`config.mk`:
```
export PLATFORM = sky130hd
export DESIGN_NAME = tsac_top
export DESIGN_NICKNAME = d
export VERILOG_FILES = /design/src/design/tsac_pkg.sv /design/src/design/tsac_adc_hold.sv /design/src/design/tsac_top.sv
export VERILOG_INCLUDE_DIRS = /design/src /design/src/design
export SDC_FILE = /design/constraint.sdc
export NUM_CORES = 1
export LEC_CHECK = 0
export BUFFER_PORTS_ARGS = -buffer_cell sky130_fd_sc_hd__buf_4
export CORE_MARGIN = 10
export CORE_UTILIZATION = 49
export CTS_CLUSTER_DIAMETER = 100
export DETAILED_ROUTE_END_ITERATION = 10
export PLACE_DENSITY = 0.87
export RECOVER_POWER = 25
export SLEW_MARGIN = 20
export SYNTH_ARGS = -nofsm -noshare
export SYNTH_HDL_FRONTEND = slang
export SYNTH_SLANG_ARGS = --single-unit
```
`constraint.sdc`:
```
create_clock -name pclk -period 1.66 [get_ports pclk]
set_input_delay 0.249 -clock pclk [delete_from_list [all_inputs] [get_ports pclk]]
set_output_delay 0.249 -clock pclk [all_outputs]
set_load 0.02 [all_outputs]
```
`src/design/tsac_regs.svh`:
```
// register offsets, field positions and reset values of the touch-key/adc select block
// assumes inclusion by bare name from design files
`ifndef TSAC_REGS_SVH
`define TSAC_REGS_SVH

// ==========================================================
// register indices; byte address is four times the index
`define TSAC_IDX_TOUCH_KEY 8'had
`define TSAC_IDX_ADC_SELECT 8'hae
`define TSAC_IDX_STATUS 8'hb0
`define TSAC_ADDR_W 12

// ==========================================================
// touch-key control fields
`define TSAC_TK_VPAIR_BIT 4
`define TSAC_TK_SPREAD_BIT 3
`define TSAC_TK_BUNDLE_BIT 2
`define TSAC_TK_MODE_LSB 0
`define TSAC_TK_RESET 8'h10

// ==========================================================
// scans per channel and channel limit of each scan mode
`define TSAC_SCANS_X1 4'h1
`define TSAC_SCANS_X2 4'h2
`define TSAC_SCANS_X4 4'h4
`define TSAC_SCANS_X8 4'h8
`define TSAC_LIMIT_X1 5'h17
`define TSAC_LIMIT_X2 5'h17
`define TSAC_LIMIT_X4 5'h10
`define TSAC_LIMIT_X8 5'h08

// ==========================================================
// adc select fields
`define TSAC_ADC_IN_LSB 3
`define TSAC_ADC_REF_BIT 2
`define TSAC_ADC_BG_LSB 0
`define TSAC_ADC_IN_RESET 5'h1c
`define TSAC_ADC_RESET 8'he0

// ==========================================================
// adc input codes
`define TSAC_IN_BANDGAP 5'h0c
`define TSAC_IN_GROUND 5'h0d
`define TSAC_IN_QUARTER 5'h1f

`endif

```
`src/design/tsac_pkg.sv`:
```
// types shared by the touch-key/adc select block
// assumes nothing beyond a sv compiler
package tsac_pkg;
	typedef enum logic [1:0] {TSAC_SCAN_X1, TSAC_SCAN_X2, TSAC_SCAN_X4, TSAC_SCAN_X8} tsac_scan_mode_type;
	typedef enum logic [1:0] {TSAC_SRC_PIN, TSAC_SRC_BANDGAP, TSAC_SRC_GROUND, TSAC_SRC_QUARTER} tsac_src_kind_type;

	typedef struct packed {
		logic tk_voltage_pair_sel;
		logic tk_spread_en;
		logic tk_bundle_scan_sel;
		tsac_scan_mode_type tk_scan_repeat_mode;
		logic [3:0] scans_per_channel;
		logic [4:0] channel_limit;
		logic ref_key_present;
	} tsac_tk_cfg_type;

	typedef struct packed {
		logic [4:0] adc_input_or_ref_sel;
		tsac_src_kind_type src_kind;
		logic input_reserved;
		logic ref_is_bandgap;
		logic [1:0] bandgap_level_sel;
		logic bandgap_level_bad;
	} tsac_adc_cfg_type;
endpackage

```
`src/design/tsac_adc_hold.sv`:
```
// adc setting holder: captures live settings at conversion start
// assumes conv_start comes from the converter, synchronous to pclk
`timescale 1ns/1ps
`include "tsac_regs.svh"

module tsac_adc_hold
	import tsac_pkg::*;
(
	input wire logic pclk,
	input wire logic presetn,
	input wire logic conv_start,
	input tsac_adc_cfg_type live_cfg,
	output tsac_adc_cfg_type held_cfg
);
	tsac_adc_cfg_type next_held_cfg;

	always_comb begin
		next_held_cfg = held_cfg;
		if (conv_start) begin
			next_held_cfg = live_cfg;
		end
	end

	always_ff @(posedge pclk or negedge presetn) begin
		if (!presetn) begin
			held_cfg <= '0;
			held_cfg.adc_input_or_ref_sel <= `TSAC_ADC_IN_RESET;
		end else begin
			held_cfg <= next_held_cfg;
		end
	end
endmodule

```
`src/design/tsac_top.sv`:
```
// touch-key scanner and adc select configuration registers behind apb
// assumes apb master on pclk; converter gives conv_start pulse, scanner reads tk_cfg
`timescale 1ns/1ps
`include "tsac_regs.svh"

module tsac_top
	import tsac_pkg::*;
(
	input wire logic pclk,
	input wire logic presetn,
	input wire logic psel,
	input wire logic penable,
	input wire logic pwrite,
	input wire logic [`TSAC_ADDR_W-1:0] paddr,
	input wire logic [31:0] pwdata,
	input wire logic [3:0] pstrb,
	output logic [31:0] prdata,
	output logic pready,
	output logic pslverr,
	input wire logic conv_start,
	output tsac_tk_cfg_type tk_cfg,
	output tsac_adc_cfg_type adc_cfg
);
	// ==========================================================
	// register state
	logic [7:0] touch_key_control;
	logic [7:0] adc_input_reference_select;
	logic [7:0] next_touch_key_control;
	logic [7:0] next_adc_input_reference_select;
	logic [31:0] next_prdata;
	logic next_pslverr;
	logic wr_en;
	logic rd_en;
	logic [1:0] hit;
	tsac_adc_cfg_type live_adc;
	tsac_tk_cfg_type next_tk_cfg;

	function automatic logic [1:0] tsac_decode(input logic [`TSAC_ADDR_W-1:0] a);
		logic [1:0] r;
		r = 2'h0;
		if (a == {2'h0, `TSAC_IDX_TOUCH_KEY, 2'h0}) begin
			r = 2'h1;
		end else if (a == {2'h0, `TSAC_IDX_ADC_SELECT, 2'h0}) begin
			r = 2'h2;
		end else if (a == {2'h0, `TSAC_IDX_STATUS, 2'h0}) begin
			r = 2'h3;
		end
		return r;
	endfunction

	function automatic tsac_src_kind_type tsac_src(input logic [4:0] code);
		tsac_src_kind_type k;
		k = TSAC_SRC_PIN;
		if (code == `TSAC_IN_BANDGAP) begin
			k = TSAC_SRC_BANDGAP;
		end else if (code == `TSAC_IN_GROUND) begin
			k = TSAC_SRC_GROUND;
		end else if (code == `TSAC_IN_QUARTER) begin
			k = TSAC_SRC_QUARTER;
		end
		return k;
	endfunction

	// gaps in the input code map; 1c..1e covers the reset code
	function automatic logic tsac_reserved(input logic [4:0] code);
		logic r;
		r = 1'b0;
		if (code == 5'h12) begin
			r = 1'b1;
		end else if (code == 5'h16) begin
			r = 1'b1;
		end else if (code == 5'h1a) begin
			r = 1'b1;
		end else if ((code >= 5'h1c) && (code <= 5'h1e)) begin
			r = 1'b1;
		end
		return r;
	endfunction

	// status word of the held converter settings
	function automatic logic [2:0] tsac_status(input tsac_adc_cfg_type cfg);
		return {cfg.bandgap_level_bad, cfg.input_reserved, cfg.ref_is_bandgap};
	endfunction

	// ==========================================================
	// apb access: zero wait states, read data latched in setup, write lands in access
	assign pready = 1'b1;
	assign hit = tsac_decode(paddr);
	assign wr_en = psel && penable && pwrite && pstrb[0];
	assign rd_en = psel && !penable && !pwrite;

	// ==========================================================
	// register write group
	always_comb begin
		next_touch_key_control = touch_key_control;
		next_adc_input_reference_select = adc_input_reference_select;
		if (wr_en && hit == 2'h1) begin
			next_touch_key_control = pwdata[7:0];
		end else if (wr_en && hit == 2'h2) begin
			next_adc_input_reference_select = pwdata[7:0];
		end
	end

	always_ff @(posedge pclk or negedge presetn) begin
		if (!presetn) begin
			touch_key_control <= `TSAC_TK_RESET;
			adc_input_reference_select <= `TSAC_ADC_RESET;
		end else begin
			touch_key_control <= next_touch_key_control;
			adc_input_reference_select <= next_adc_input_reference_select;
		end
	end

	// ==========================================================
	// bus response group: error flag decided in setup, held over access
	always_comb begin
		next_prdata = prdata;
		next_pslverr = 1'b0;
		if (rd_en) begin
			if (hit == 2'h1) begin
				next_prdata = {24'h0, touch_key_control};
			end else if (hit == 2'h2) begin
				next_prdata = {24'h0, adc_input_reference_select};
			end else if (hit == 2'h3) begin
				next_prdata = {29'h0, tsac_status(adc_cfg)};
			end else begin
				next_prdata = 32'h0;
			end
		end
		if (psel && !penable && hit == 2'h0) begin
			next_pslverr = 1'b1;
		end else if (psel && penable) begin
			next_pslverr = pslverr;
		end
	end

	always_ff @(posedge pclk or negedge presetn) begin
		if (!presetn) begin
			prdata <= 32'h0;
			pslverr <= 1'b0;
		end else begin
			prdata <= next_prdata;
			pslverr <= next_pslverr;
		end
	end

	// ==========================================================
	// touch-key decode from the next register value, so flops change with the write
	always_comb begin
		next_tk_cfg.tk_voltage_pair_sel = next_touch_key_control[`TSAC_TK_VPAIR_BIT];
		next_tk_cfg.tk_spread_en = next_touch_key_control[`TSAC_TK_SPREAD_BIT];
		next_tk_cfg.tk_bundle_scan_sel = next_touch_key_control[`TSAC_TK_BUNDLE_BIT];
		next_tk_cfg.tk_scan_repeat_mode = tsac_scan_mode_type'(next_touch_key_control[`TSAC_TK_MODE_LSB +: 2]);
		case (next_tk_cfg.tk_scan_repeat_mode)
			TSAC_SCAN_X1: begin
				next_tk_cfg.scans_per_channel = `TSAC_SCANS_X1;
				next_tk_cfg.channel_limit = `TSAC_LIMIT_X1;
				next_tk_cfg.ref_key_present = 1'b1;
			end
			TSAC_SCAN_X2: begin
				next_tk_cfg.scans_per_channel = `TSAC_SCANS_X2;
				next_tk_cfg.channel_limit = `TSAC_LIMIT_X2;
				next_tk_cfg.ref_key_present = 1'b1;
			end
			TSAC_SCAN_X4: begin
				next_tk_cfg.scans_per_channel = `TSAC_SCANS_X4;
				next_tk_cfg.channel_limit = `TSAC_LIMIT_X4;
				next_tk_cfg.ref_key_present = 1'b0;
			end
			default: begin
				next_tk_cfg.scans_per_channel = `TSAC_SCANS_X8;
				next_tk_cfg.channel_limit = `TSAC_LIMIT_X8;
				next_tk_cfg.ref_key_present = 1'b0;
			end
		endcase
	end

	always_ff @(posedge pclk or negedge presetn) begin
		if (!presetn) begin
			// decode of the touch-key reset value 10h
			tk_cfg.tk_voltage_pair_sel <= 1'b1;
			tk_cfg.tk_spread_en <= 1'b0;
			tk_cfg.tk_bundle_scan_sel <= 1'b0;
			tk_cfg.tk_scan_repeat_mode <= TSAC_SCAN_X1;
			tk_cfg.scans_per_channel <= `TSAC_SCANS_X1;
			tk_cfg.channel_limit <= `TSAC_LIMIT_X1;
			tk_cfg.ref_key_present <= 1'b1;
		end else begin
			tk_cfg <= next_tk_cfg;
		end
	end

	// ==========================================================
	// adc decode, latched per conversion
	always_comb begin
		live_adc.adc_input_or_ref_sel = adc_input_reference_select[`TSAC_ADC_IN_LSB +: 5];
		live_adc.src_kind = tsac_src(live_adc.adc_input_or_ref_sel);
		live_adc.input_reserved = tsac_reserved(live_adc.adc_input_or_ref_sel);
		live_adc.ref_is_bandgap = adc_input_reference_select[`TSAC_ADC_REF_BIT];
		live_adc.bandgap_level_sel = adc_input_reference_select[`TSAC_ADC_BG_LSB +: 2];
		live_adc.bandgap_level_bad = live_adc.ref_is_bandgap &&
			(live_adc.bandgap_level_sel != 2'h1);
	end

	// ==========================================================
	// per-conversion holder of the converter settings
	tsac_adc_hold i_tsac_adc_hold (
		.pclk(pclk),
		.presetn(presetn),
		.conv_start(conv_start),
		.live_cfg(live_adc),
		.held_cfg(adc_cfg)
	);
endmodule

```
==> flow_metrics.env <==
export IMPL_use_met2=0.204
export IMPL_via_per_inst=5.13
export IMPL_critPathTopFamily="flip-flops"
export IMPL_startpoint_type="register"
export IMPL_combPwrFrac=0.102
export IMPL_cts_buffer_depth=2
export IMPL_vdd_drop_max_mv=0.563
export IMPL_antenna_found_initial=0
export IMPL_drc=0
export IMPL_slowest_stage="dfstp_2"
export IMPL_critPathBufInv=1
export IMPL_synth_warnings=0
export IMPL_hold_viol=0
export IMPL_cts_buffers=5
export IMPL_grt_use_total=0.130
export IMPL_clkPwrFrac=0.340
export IMPL_p_int_mw=1.41
export IMPL_synthArstFlopShare=1.00
export IMPL_wl_per_cell_um=17.1
export IMPL_finalSetupViolCount=0
export IMPL_holdBufCountCts=1
export IMPL_nets=311
export IMPL_p_seq_frac=0.557
export IMPL_die_h_um=88.2
export IMPL_cts_resized=0
export IMPL_power_switching_mw=0.479
export IMPL_clock_sinks=43
export IMPL_cts_tree="built"
export IMPL_grt_use_met1=0.158
export IMPL_power_mw=1.89
export IMPL_synth_area_mm2=0.00228
export IMPL_num_vias=1590
export IMPL_setup_tns_final_ps=0
export IMPL_postCtsSetupBuffers=0
export IMPL_clkTransAtPathRegs_ps=80
export IMPL_cts_htree_levels=2
export IMPL_ys_seq_elements=43
export IMPL_final_util=0.623
export IMPL_p_leak_nw=1.46
export IMPL_dr_pass1_iters=4
export IMPL_dp_hpwl_um=4060
export IMPL_drive_gt1_frac=0.446
export IMPL_cp_max_fo=4
export IMPL_use_met3=0.0576
export IMPL_ys_seq_area_frac=0.478
export IMPL_worstRegToRegCells=3
export IMPL_gp_congestion=0.823
export IMPL_fmax_mhz=796
export IMPL_grt_pass1_wl_um=8130
export IMPL_portBuffers=62
export IMPL_cts_root_buf="clkbuf_8"
export IMPL_period_share=0.756
export IMPL_synthFlopType="dfrtp_1"
export IMPL_required_ps=1410
export IMPL_rsz0062_at_grt="false"
export IMPL_syn_area_per_cell_um2=11.5
export IMPL_ff2ff_setup_slack_ps=440
export IMPL_path_cells="buf_4"
export IMPL_slew_headroom=0.649
export IMPL_core_area_mm2=0.00441
export IMPL_endpoint_kind="output pin"
export IMPL_fin_crit_ps=1260
export IMPL_ant_nets=0
export IMPL_finClkSkew_ps=9.01
export IMPL_startpoint="tk_cfg[3]$_DFF_PN1_"
export IMPL_switching_share=0.254
export IMPL_r2r_end="i_tsac_adc_hold.held_cfg[5]$_DFFE_PN0P_"
export IMPL_whs_endpoint="tk_cfg[3]$_DFF_PN1_"
export IMPL_min_delay_path_depth=2
export IMPL_overflow=0
export IMPL_grt_pass1_vias=1606
export IMPL_initial_core_util=0.516
export IMPL_syn_to_final_growth_pct=20.7
export IMPL_r2r_start="adc_input_reference_select[7]$_DFFE_PN1P_"
export IMPL_critical_path_class="reg2out"
export IMPL_status="completed"
export IMPL_num_io_pins=115
export IMPL_drt_initial_drc_count=105
export IMPL_wirelength_um=5300
export IMPL_cpPeakStageDelay_ps=570
export IMPL_insertion_delay_ps=290
export IMPL_die_area_mm2=0.00778
export IMPL_hp_start="pwdata[1]"
export IMPL_rows=24
export IMPL_maxCapViolCount=0
export IMPL_syn_instance_count=198
export IMPL_fp_dieW_um=88.2
export IMPL_n_antenna_cell=0
export IMPL_grt_max_degree=44
export IMPL_maxSlewViolCount=0
export IMPL_power_density_mw_per_mm2=686
export IMPL_tightest_slew_ps=527
export IMPL_worst_ep_arrival_time_ps=1010
export IMPL_busiest_layer="met2"
export IMPL_hold_path_class="in2reg"
export IMPL_netlist_cell_type_count=41
export IMPL_synth_edf_count=0
==> Yosys cell counts, types with 2 or more instances <==
cell,count,area (µm²)
clkbuf_1,2,7.51
inv_1,8,30.0
nand2b_1,4,25.0
a21o_1,3,22.5
dfrtp_1,33,826
o22ai_1,5,31.3
a21oi_1,4,20.0
dfstp_2,10,263
mux2_4,6,90.1
o21ai_0,4,20.0
nand2_1,19,71.3
nor2_1,4,15.0
buf_4,35,263
nor4b_1,3,26.3
mux2_2,20,225
a22oi_1,3,22.5
and4bb_2,2,25.0
nor3_1,2,10.0
a32oi_1,5,43.8
mux2i_1,4,40.0
conb_1,2,7.51
==> layer usage <==
layer / part of all wire / up-vias / routed length (µm)
met5: 0 / - / 0
met4: 0.0083 / 0 / 44
met3: 0.13 / 5 / 692
met2: 0.45 / 70 / 2360
met1: 0.41 / 760 / 2200
li1: - / 755 / -
==> placed cells by master (no fill, tap or decap), drive strengths merged, types with 5 or more instances in the layout <==
master	instances
a32oi	5
dfstp	10
dfrtp	33
buf	66
mux2	26
clkbuf	5
o22ai	5
nand2	20
inv	8
conb	25
==> worst max path at each step <==
| stage | cells after the start | endpoint |
|---|---|---|
| 5_1_grt | 6 | touch_key_control[1]$_DFF_PN0_ |
| 2_1_floorplan | 5 | tk_cfg[10]$_DFF_PN0_ |
| 3_5_place_dp | 6 | tk_cfg[10]$_DFF_PN0_ |
| 6_report | 1 | tk_cfg[0] |
| 4_1_cts | 1 | tk_cfg[0] |
| 3_3_place_gp | 6 | tk_cfg[10]$_DFF_PN0_ |
==> layout make-up <==
class	instances	area, µm²
inverters	8	30.0
clock inverters	3	15.0
well taps	52	65.1
fillers	373	1660
clock buffers	5	68.8
repair buffers	67	518
multi-input cells	132	965
flip-flops and latches	43	1090
==> through the flow <==
stage                     hold WS, ps  cell area [µm²]  worst slack [ps]  cells
after detailed placement          265             2660               119    301
final                             153             2750               404    310
after CTS                         147             2750               393    310
after global routing              159             2750               358    310
after global placement            266             2660               124    301
after floorplan                 -46.6             2360               233    221
==> logic make-up after synthesis <==
kind of cell | after synthesis | synth area share
other | 2 | 0.00330
AND/OR/NAND/NOR | 48 | 0.138
multiplexers | 30 | 0.156
XOR/XNOR | 2 | 0.00769
flip-flops | 43 | 0.478
AO/OA/AOI/OAI | 27 | 0.0802
buffers and inverters | 46 | 0.137
==> flip-flops by register name (all words and copies together) (netlist names) <==
register and flops:
adc_input_reference_select 8, i_tsac_adc_hold.held_cfg 12, prdata 8, pslverr 1, tk_cfg 7, touch_key_control 7
==> power by group through the flow <==
| stage | clock network, mW | logic (mW) | registers, mW |
|---|---|---|---|
| 6_report | 0.641 | 0.193 | 1.05 |
| 5_1_grt | 0.694 | 0.210 | 1.05 |
| 2_1_floorplan | 0 | 0.135 | 1.07 |
| 4_1_cts | 0.651 | 0.192 | 1.05 |
| 3_5_place_dp | 0 | 0.189 | 1.07 |
| 3_3_place_gp | 0 | 0.186 | 1.07 |
(Power assumes the default switching activity.)
